$ cat src/design/pfpp_pkg.sv
// Purpose: Shared constants and types of the parallel flash programming port.
// Assumes: One clock domain; the flash controller sits behind a request/ack port.
// Notes: Command codes and mode codes are fixed by the programming protocol.
package pfpp_pkg;

  // ==========================================================================
  // Mode bus codes
  localparam logic [3:0] MODE_CMD = 4'h0;
  localparam logic [3:0] MODE_ADDR_A = 4'h1;
  localparam logic [3:0] MODE_ADDR_D = 4'h4;
  localparam logic [3:0] MODE_DATA = 4'h5;

  // ==========================================================================
  // Command codes
  localparam logic [15:0] CMD_READ = 16'h0011;
  localparam logic [15:0] CMD_WRITE_PAGE = 16'h0012;
  localparam logic [15:0] CMD_WRITE_PAGE_LOCK = 16'h0022;
  localparam logic [15:0] CMD_ERASE_WRITE_PAGE = 16'h0032;
  localparam logic [15:0] CMD_ERASE_WRITE_PAGE_LOCK = 16'h0042;
  localparam logic [15:0] CMD_ERASE_ALL = 16'h0013;
  localparam logic [15:0] CMD_SET_LOCK = 16'h0014;
  localparam logic [15:0] CMD_CLEAR_LOCK = 16'h0024;
  localparam logic [15:0] CMD_GET_LOCK = 16'h0015;
  localparam logic [15:0] CMD_SET_GPNVM = 16'h0034;
  localparam logic [15:0] CMD_CLEAR_GPNVM = 16'h0044;
  localparam logic [15:0] CMD_GET_GPNVM = 16'h0025;
  localparam logic [15:0] CMD_SET_SECURITY = 16'h0054;
  localparam logic [15:0] CMD_GET_SECURITY = 16'h0035;
  localparam logic [15:0] CMD_WRITE_MEMORY = 16'h001F;
  localparam logic [15:0] CMD_GET_VERSION = 16'h001E;

  // ==========================================================================
  // Register map, byte addresses
  localparam logic [7:0] REG_CTRL = 8'h00;
  localparam logic [7:0] REG_STATUS = 8'h04;
  localparam logic [7:0] REG_COMMAND = 8'h08;
  localparam logic [7:0] REG_ADDRESS = 8'h0C;
  localparam logic [7:0] REG_VERSION = 8'h10;
  localparam int CTRL_ENABLE_BIT = 0;
  localparam logic CTRL_ENABLE_RESET = 1'b1;
  localparam int STAT_READY_BIT = 0;
  localparam int STAT_PROG_MODE_BIT = 1;
  localparam int STAT_DIRTY_BIT = 2;
  localparam int STAT_STATE_LSB = 8;

  // ==========================================================================
  // Default sizes and reset values
  localparam int DATA_WIDTH_DEFAULT = 16;
  localparam int PAGE_WORDS_LOG2_DEFAULT = 7;
  localparam logic [15:0] CMD_RESET = 16'h0000;
  localparam logic [31:0] ADDR_RESET = 32'h0000_0000;

  typedef enum logic [1:0] {
    FOP_READ = 2'h0,
    FOP_LOAD = 2'h1,
    FOP_COMMIT = 2'h2,
    FOP_EXEC = 2'h3
  } pfpp_fop_e;

  typedef struct packed {
    pfpp_fop_e op;
    logic [15:0] cmd;
    logic [31:0] addr;
    logic [15:0] wdata;
  } pfpp_flash_req_s;

  typedef enum logic [6:0] {
    ST_IDLE = 7'b000_0001,
    ST_FLUSH = 7'b000_0010,
    ST_ACT = 7'b000_0100,
    ST_WAIT_ACK = 7'b000_1000,
    ST_WAIT_OE_LO = 7'b001_0000,
    ST_WAIT_OE_HI = 7'b010_0000,
    ST_WAIT_STB_HI = 7'b100_0000
  } pfpp_state_e;

endpackage

$ cat src/design/pfpp_sync2.sv
// Purpose: Two-flop level synchroniser for the handshake strobes.
// Assumes: Inputs may change at any time relative to CLK.
// Notes: The first stage feeds only the second stage.
`timescale 1ns/1ps
module pfpp_sync2 #(
  parameter int WIDTH = 2,
  parameter logic [WIDTH-1:0] INIT = '1
) (
  input wire logic clk,
  input wire logic reset_n,
  input wire logic [WIDTH-1:0] din,
  output logic [WIDTH-1:0] dout
);
  logic [WIDTH-1:0] meta_q;

  always_ff @(posedge clk or negedge reset_n)
  begin
    if (!reset_n)
    begin
      meta_q <= INIT;
      dout <= INIT;
    end
    else
    begin
      meta_q <= din;
      dout <= meta_q;
    end
  end
endmodule

$ cat src/design/pfpp_port.sv
// Purpose: Parallel flash programming port: handshake engine, command and
//   address registers, page flush control and a Wishbone register slave.
// Assumes: Flash controller answers each FLASH_REQ with one FLASH_ACK pulse.
// Notes: Pins are split into input, output and output enable.
// Contract
// - Mode code selects target register
// - Command mode stores data as command
// - Read, write page, write-lock codes
// - Erase-write and erase-write-lock codes
// - Erase all, lock bits, memory write
// - GPNVM set/clear and security set codes
// - Query codes for bits and version
// - Ready low while busy, high idle
// - Handshake ends: strobe high, ready high
// - Strobe low means valid mode/data
// - Port pins reset as pulled-up inputs
// - Other pins pulled-up inputs in mode
// - Oscillator bypassed in programming mode
// - Data bus 16 or 8 bits
// - Write: latch, drop ready, execute, raise
// - Read: drive data, valid low, release
// - Data handshakes auto-increment address (code: only for read, page write and memory write)
// - Flush page buffer on page change/command
`timescale 1ns/1ps
module pfpp_port
  import pfpp_pkg::*;
#(
  parameter int DW = DATA_WIDTH_DEFAULT,
  parameter int PAGE_WORDS_LOG2 = PAGE_WORDS_LOG2_DEFAULT,
  // Arbitrary neutral value.
  parameter logic [31:0] VERSION_ID = 32'h0000_0001
) (
  input wire logic CLK,
  input wire logic RESET_N,
  input wire logic WB_CYC_I,
  input wire logic WB_STB_I,
  input wire logic WB_WE_I,
  input wire logic [7:0] WB_ADR_I,
  input wire logic [3:0] WB_SEL_I,
  input wire logic [31:0] WB_DAT_I,
  output logic [31:0] WB_DAT_O,
  output logic WB_ACK_O,
  input wire logic TEST_MODE_SELECT,
  input wire logic PROG_ENABLE_SEL_A,
  input wire logic PROG_ENABLE_SEL_B,
  input wire logic PROG_ENABLE_SEL_C,
  input wire logic COMMAND_STROBE_N,
  input wire logic OUTPUT_ENABLE_PIN_N,
  input wire logic [3:0] MODE_SELECT_BUS,
  input wire logic [DW-1:0] PARALLEL_DATA_BUS_I,
  output logic [DW-1:0] PARALLEL_DATA_BUS_O,
  output logic PARALLEL_DATA_BUS_OE,
  output logic READY_O,
  output logic READY_OE,
  output logic DATA_VALID_N_O,
  output logic DATA_VALID_N_OE,
  output logic PORT_PULLUP_EN,
  output logic GPIO_PULLUP_ALL,
  output logic CLOCK_BYPASS,
  output logic FLASH_REQ,
  output pfpp_flash_req_s FLASH_REQ_DATA,
  input wire logic FLASH_ACK,
  input wire logic [15:0] FLASH_RDATA
);

  // ==========================================================================
  // Elaboration checks
  // bus width
  if (DW != 8 && DW != 16)
  begin : g_bad_dw
    $error("pfpp_port: DW must be 8 or 16");
  end
  if (PAGE_WORDS_LOG2 < 1 || PAGE_WORDS_LOG2 > 16)
  begin : g_bad_page
    $error("pfpp_port: PAGE_WORDS_LOG2 out of range");
  end

  // ==========================================================================
  // Helpers
  function automatic logic is_query(input logic [15:0] c);
    return (c == CMD_GET_LOCK) || (c == CMD_GET_GPNVM) || (c == CMD_GET_SECURITY) ||
      (c == CMD_GET_VERSION);
  endfunction

  function automatic logic is_page_write(input logic [15:0] c);
    return (c == CMD_WRITE_PAGE) || (c == CMD_WRITE_PAGE_LOCK) ||
      (c == CMD_ERASE_WRITE_PAGE) || (c == CMD_ERASE_WRITE_PAGE_LOCK);
  endfunction

  function automatic logic [31:0] page_of(input logic [31:0] a);
    return a >> PAGE_WORDS_LOG2;
  endfunction

  logic [15:0] data_in;
  assign data_in = 16'(PARALLEL_DATA_BUS_I);

  // ==========================================================================
  // Synchronisers and mode detect
  logic [1:0] pins_sync;
  logic stb_n;
  logic oe_n;
  logic prog_mode_q;
  logic enable_q;

  pfpp_sync2 #(.WIDTH(2), .INIT(2'b11)) u_sync (
    .clk(CLK),
    .reset_n(RESET_N),
    .din({COMMAND_STROBE_N, OUTPUT_ENABLE_PIN_N}),
    .dout(pins_sync)
  );
  assign stb_n = pins_sync[1];
  assign oe_n = pins_sync[0];

  always_ff @(posedge CLK or negedge RESET_N)
  begin
    if (!RESET_N)
    begin
      prog_mode_q <= 1'b0;
      GPIO_PULLUP_ALL <= 1'b0;
      CLOCK_BYPASS <= 1'b0;
      PORT_PULLUP_EN <= 1'b1;
    end
    else
    begin
      prog_mode_q <= TEST_MODE_SELECT & PROG_ENABLE_SEL_A & PROG_ENABLE_SEL_B &
        ~PROG_ENABLE_SEL_C;
      GPIO_PULLUP_ALL <= prog_mode_q;
      CLOCK_BYPASS <= prog_mode_q;
      PORT_PULLUP_EN <= 1'b1;
    end
  end

  // ==========================================================================
  // Handshake engine
  pfpp_state_e state_q;
  logic [3:0] mode_q;
  logic [15:0] latch_q;
  logic [15:0] cmd_q;
  logic [31:0] addr_q;
  logic [31:0] page_q;
  logic dirty_q;
  logic [15:0] rdata_q;
  logic read_pend_q;
  logic need_flush;
  logic [31:0] addr_set;

  assign need_flush = dirty_q && ((MODE_SELECT_BUS == MODE_CMD) ||
    (MODE_SELECT_BUS == MODE_DATA && is_page_write(cmd_q) &&
     page_of(addr_q) != page_q));

  always_comb
  begin
    addr_set = addr_q;
    for (int i = 0; i < 32; i++)
    begin
      if (i / DW == int'(mode_q) - 1)
      begin
        addr_set[i] = latch_q[i % DW];
      end
    end
  end

  always_ff @(posedge CLK or negedge RESET_N)
  begin
    if (!RESET_N)
    begin
      state_q <= ST_IDLE;
      mode_q <= MODE_CMD;
      latch_q <= 16'h0000;
      cmd_q <= CMD_RESET;
      addr_q <= ADDR_RESET;
      page_q <= ADDR_RESET;
      dirty_q <= 1'b0;
      rdata_q <= 16'h0000;
      read_pend_q <= 1'b0;
      READY_O <= 1'b1;
      READY_OE <= 1'b0;
      DATA_VALID_N_O <= 1'b1;
      DATA_VALID_N_OE <= 1'b0;
      PARALLEL_DATA_BUS_O <= '0;
      PARALLEL_DATA_BUS_OE <= 1'b0;
      FLASH_REQ <= 1'b0;
      FLASH_REQ_DATA <= '0;
    end
    else
    begin
      FLASH_REQ <= 1'b0;
      READY_OE <= prog_mode_q;
      DATA_VALID_N_OE <= prog_mode_q;
      unique case (state_q)
        ST_IDLE:
        begin
          if (prog_mode_q && enable_q && !stb_n)
          begin
            mode_q <= MODE_SELECT_BUS;
            latch_q <= data_in;
            READY_O <= 1'b0;
            if (need_flush)
            begin
              FLASH_REQ <= 1'b1;
              FLASH_REQ_DATA <= '{op: FOP_COMMIT, cmd: cmd_q, addr: page_q, wdata: 16'h0000};
              state_q <= ST_FLUSH;
            end
            else
            begin
              state_q <= ST_ACT;
            end
          end
        end
        ST_FLUSH:
        begin
          if (FLASH_ACK)
          begin
            dirty_q <= 1'b0;
            state_q <= ST_ACT;
          end
        end
        ST_ACT:
        begin
          state_q <= ST_WAIT_STB_HI;
          if (mode_q == MODE_CMD)
          begin
            cmd_q <= latch_q;
          end
          else if (mode_q >= MODE_ADDR_A && mode_q <= MODE_ADDR_D)
          begin
            addr_q <= addr_set;
          end
          else if (mode_q == MODE_DATA)
          begin
            state_q <= ST_WAIT_ACK;
            FLASH_REQ <= 1'b1;
            read_pend_q <= (cmd_q == CMD_READ) || is_query(cmd_q);
            if (cmd_q == CMD_READ)
            begin
              FLASH_REQ_DATA <= '{op: FOP_READ, cmd: cmd_q, addr: addr_q, wdata: 16'h0000};
            end
            else if (is_page_write(cmd_q) || cmd_q == CMD_WRITE_MEMORY)
            begin
              FLASH_REQ_DATA <= '{op: FOP_LOAD, cmd: cmd_q, addr: addr_q, wdata: latch_q};
              dirty_q <= is_page_write(cmd_q);
              page_q <= page_of(addr_q);
            end
            else
            begin
              FLASH_REQ_DATA <= '{op: FOP_EXEC, cmd: cmd_q, addr: addr_q, wdata: latch_q};
            end
            if (cmd_q == CMD_READ || is_page_write(cmd_q) || cmd_q == CMD_WRITE_MEMORY)
            begin
              addr_q <= addr_q + 32'h0000_0001;
            end
          end
        end
        ST_WAIT_ACK:
        begin
          if (FLASH_ACK)
          begin
            rdata_q <= FLASH_RDATA;
            state_q <= read_pend_q ? ST_WAIT_OE_LO : ST_WAIT_STB_HI;
          end
        end
        ST_WAIT_OE_LO:
        begin
          if (!oe_n)
          begin
            PARALLEL_DATA_BUS_O <= rdata_q[DW-1:0];
            PARALLEL_DATA_BUS_OE <= 1'b1;
            DATA_VALID_N_O <= 1'b0;
            state_q <= ST_WAIT_OE_HI;
          end
        end
        ST_WAIT_OE_HI:
        begin
          if (oe_n)
          begin
            PARALLEL_DATA_BUS_OE <= 1'b0;
            DATA_VALID_N_O <= 1'b1;
            state_q <= ST_WAIT_STB_HI;
          end
        end
        ST_WAIT_STB_HI:
        begin
          if (stb_n)
          begin
            READY_O <= 1'b1;
            state_q <= ST_IDLE;
          end
        end
      endcase
    end
  end

  // ==========================================================================
  // Wishbone register slave
  logic wb_hit;
  assign wb_hit = WB_CYC_I && WB_STB_I && !WB_ACK_O;

  always_ff @(posedge CLK or negedge RESET_N)
  begin
    if (!RESET_N)
    begin
      WB_ACK_O <= 1'b0;
      WB_DAT_O <= 32'h0000_0000;
      enable_q <= CTRL_ENABLE_RESET;
    end
    else
    begin
      WB_ACK_O <= wb_hit;
      WB_DAT_O <= 32'h0000_0000;
      if (wb_hit && WB_WE_I && WB_ADR_I == REG_CTRL && WB_SEL_I[0])
      begin
        enable_q <= WB_DAT_I[CTRL_ENABLE_BIT];
      end
      if (wb_hit && !WB_WE_I)
      begin
        unique case (WB_ADR_I)
          REG_CTRL: WB_DAT_O[CTRL_ENABLE_BIT] <= enable_q;
          REG_STATUS:
          begin
            WB_DAT_O[STAT_READY_BIT] <= READY_O;
            WB_DAT_O[STAT_PROG_MODE_BIT] <= prog_mode_q;
            WB_DAT_O[STAT_DIRTY_BIT] <= dirty_q;
            WB_DAT_O[STAT_STATE_LSB +: 7] <= state_q;
          end
          REG_COMMAND: WB_DAT_O[15:0] <= cmd_q;
          REG_ADDRESS: WB_DAT_O <= addr_q;
          REG_VERSION: WB_DAT_O <= VERSION_ID;
          default: WB_DAT_O <= 32'h0000_0000;
        endcase
      end
    end
  end

endmodule

$ cat config.mk
export PLATFORM = sky130hd
export DESIGN_NAME = pfpp_port
export DESIGN_NICKNAME = d
export VERILOG_FILES = /design/src/design/pfpp_pkg.sv /design/src/design/pfpp_sync2.sv /design/src/design/pfpp_port.sv
export SDC_FILE = /design/constraint.sdc
export NUM_CORES = 1
export LEC_CHECK = 0
export BUFFER_PORTS_ARGS = -buffer_cell sky130_fd_sc_hd__buf_2
export CAP_MARGIN = 20
export CORE_ASPECT_RATIO = 1.25
export CORE_UTILIZATION = 50
export CTS_CLUSTER_DIAMETER = 50
export DETAILED_ROUTE_END_ITERATION = 6
export GPL_ROUTABILITY_DRIVEN = 0
export GPL_TIMING_DRIVEN = 0
export PLACE_DENSITY = 0.76
export SLEW_MARGIN = 10
export SYNTH_ARGS = -nofsm -noshare
export SYNTH_HDL_FRONTEND = slang
export SYNTH_SLANG_ARGS = --single-unit
$ cat constraint.sdc
create_clock -name CLK -period 2.45 [get_ports CLK]
set_input_delay 0.49 -clock CLK [delete_from_list [all_inputs] [get_ports CLK]]
set_output_delay 0.49 -clock CLK [all_outputs]
set_load 0.05 [all_outputs]
==> qor.csv <==
metric,value,unit
finalClockSkew,0.0211,ns
synth.avg_cell_area,11.3,um2
setup_tns,-5.54,ns
syn-num-nets,1077,
drv_slew,0,
cp_slowest_cell,or4_4,
cts_buffers,25,
ys_ff_latch,244,
failed_checks,negative setup slack,
crit_path_start_kind,register,
crit_fanout,6,
track_usage,28.0,%
power.switching,6340,uW
viasPerCell,5.99,
drt-wirelength-per-cell,21.4,um
synth_edf_count,0,
h-tree-depth,1,
clock-sinks,244,
grt_overflow,0,
yosysTopAreaCellShare,53.1,%
path_class,reg -> reg,
synth_area_leaders,"dfrtp_1 (53%), mux2_2 (11%), nor2_1 (2.5%)",
cts_tree,built,
power.share.switching,40.0,%
cp_slowest_stage_delay,0.49,ns
layout.nets,1315,
drive_above_1_share,41.2,%
crit_arrival,3.04,ns
final_common_cell,dfrtp_1,
synth_area_leader_cell,dfrtp_1,
num_rows,60,
first_global_vias,8929,
layout_setup_ws,-0.172,ns
pre_cts_slack,-0.730,ns
vias,9105,
dpl.hpwl,22.2,mm
critical_path_required,2.87,ns
syn_inst,984,
clk_pin_slew,0.07,ns
p_int,9490,uW
grt_max_degree,116,
fillers,1601,
clk_latency,0.53,ns
cts-root-buf,clkbuf_16,
io_buffer_count,179,
hold_viol,0,
fin_crit,2.62,ns
antenna_found_initial,0,
drc,0,
cp-end-kind,register,
dieArea,0.0229,mm2
power.density,1110,mW/mm2
yosysSeqAreaShare,55.0,%
die_x,135,um
core-area,0.0217,mm2
die_h,169,um
outcome,finished with violations,
maxCapViolCount,0,
slew_headroom,48.4,%
fin_util,65.7,%
drt_iter0_drc,837,
ys_warn_count,0,
initial_utilization,51.3,%
p_leak,0.00673,uW
ir_worst_vdd,0.000790,V
synth-main-ff-cell,dfrtp_1,
hold_class,in -> reg,
worstPathCellList,"nor4b_2, nand4_1, buf_4, or4_4, a31o_4, a21o_1, buf_6, buf_8, o221a_4",
pwr-share-comb,34.9,%
io_pins,216,
setup_viol,62,
seqPwrFrac,39.8,%
fmax,0.381,GHz
fin_area,0.0143,mm2
postRouteAntennaNets,0,
tightest_slew,0.774,ns
synth.cell_area,0.0111,mm2
power_frac_clock,25.3,%
wl,32.5,mm
antennaDiodeCount,0,
clock_path_buffers,3,
fin_crit_sh,107,%
placed_cell_area,0.0125,mm2
dr.pass1.iters,6,
synth_cell_types,75,
ys_async_sr_fraction,100,%
grt_pass1_wl,49.2,mm
area_growth,28.2,%
final_cell_mix,"dfrtp_1 (214), buf_2 (182), mux2_2 (94)",
rsz0062_at_grt,yes,
-- final cells by class --
type	instances	area (um2)	area share, %
clock buffers	31	678	4.75
inverters	16	60.1	0.421
clock inverters	14	186	1.31
multi-input cells	650	5010	35.2
flip-flops and latches	244	6140	43.1
well taps	279	349	2.45
repair buffers	227	1430	10.0
plain buffers	58	404	2.83
-- through the flow --
stage	hold WS (ns)	total power [uW]	cells
after floorplan	0.194	9620	984
after global placement	0.347	11100	1442
after detailed placement	0.347	11200	1444
after CTS	0.0544	15600	1498
after global routing	0.0602	16400	1519
final	0.0661	15800	1519
-- critical path: cells and delay by family, from the launching register on --
kind	cells	cell delay [ns]
AOI/OAI and AO/OA	3	0.72
DFF	1	0.42
buffers and inverters	3	0.47
and+or+nand+nor	3	0.89
-- state kept, by name, summed over array words and instances, names as in the netlist, 2 cells and up --
register,flops
FLASH_REQ_DATA,66
PARALLEL_DATA_BUS_O,16
WB_DAT_O,32
addr_q,32
cmd_q,16
latch_q,16
mode_q,4
page_q,25
rdata_q,16
state_q,7
u_sync.dout,2
u_sync.meta_q,2
-- cell families (layout without fill, tap and decap cells) --
kind of cell	Yosys count	in the layout	share of synthesized area, %
buffers and inverters	90	346	3.61
XOR/XNOR	26	26	2.05
flip-flops	244	244	55.0
AND/OR/NAND/NOR	281	281	13.2
other	1	1	0.0337
AO/OA/AOI/OAI	213	213	13.2
adder cells (fa/ha/maj)	1	1	0.112
multiplexers	128	128	12.8
-- power groups by stage --
stage          clock network, uW  logic, uW  registers [uW]
2_1_floorplan                  0       2290            7340
3_3_place_gp                   0       5090            6020
3_5_place_dp                   0       5190            6050
4_1_cts                     4040       5350            6170
5_1_grt                     4180       5870            6390
6_report                    4000       5520            6300
-- what timing repair did --
| item | 4_1_cts | 5_1_grt |
|---|---|---|
| gates cloned | 0 | 6 |
| endpoints found under the hold margin | 28 | 0 |
| hold buffers | 1 | 0 |
| endpoints found under the setup margin | 176 | 155 |
| pin swaps | 13 | 27 |
| setup buffers | 21 | 19 |
| resized for setup | 57 | 71 |
-- cells in the mapped netlist (all sizes together), types with 17 or more instances --
library cell,n
a31o,17
nand2b,18
o221a,19
dfrtp,236
nor3b,20
xnor2,22
nand3,20
mux2i,17
nand2,52
buf,26
clkbuf,48
nor3,22
nor2,74
mux2,111
o21ai,43
o22ai,18
a21oi,55
-- metal layers --
| metal | vias up | GRT usage [%] | share of wire, % |
|---|---|---|---|
| li1 | 4035 | - | - |
| met1 | 4472 | 34.8 | 38 |
| met2 | 488 | 45.9 | 49 |
| met3 | 110 | 5.51 | 8.4 |
| met4 | 0 | 15.3 | 5.3 |
| met5 | - | 0 | 0 |
-- worst paths after layout --
check | start | slack [ns] | to | depth (start not counted)
setup / recovery | cmd_q[2] | -0.17 | FLASH_REQ_DATA[38] | 9
hold / removal | OUTPUT_ENABLE_PIN_N | 0.07 | u_sync.meta_q[0] | 1
setup reg to reg | cmd_q[2] | -0.17 | FLASH_REQ_DATA[38] | 9
hold reg to reg | u_sync.meta_q[1] | 0.35 | u_sync.dout[1] | 0
max in group asynchronous | RESET_N | 1.13 | addr_q[0] | 3
min in group asynchronous | RESET_N | 0.46 | WB_DAT_O[14] | 2
Note: power is estimated with default switching activity, not from simulation.
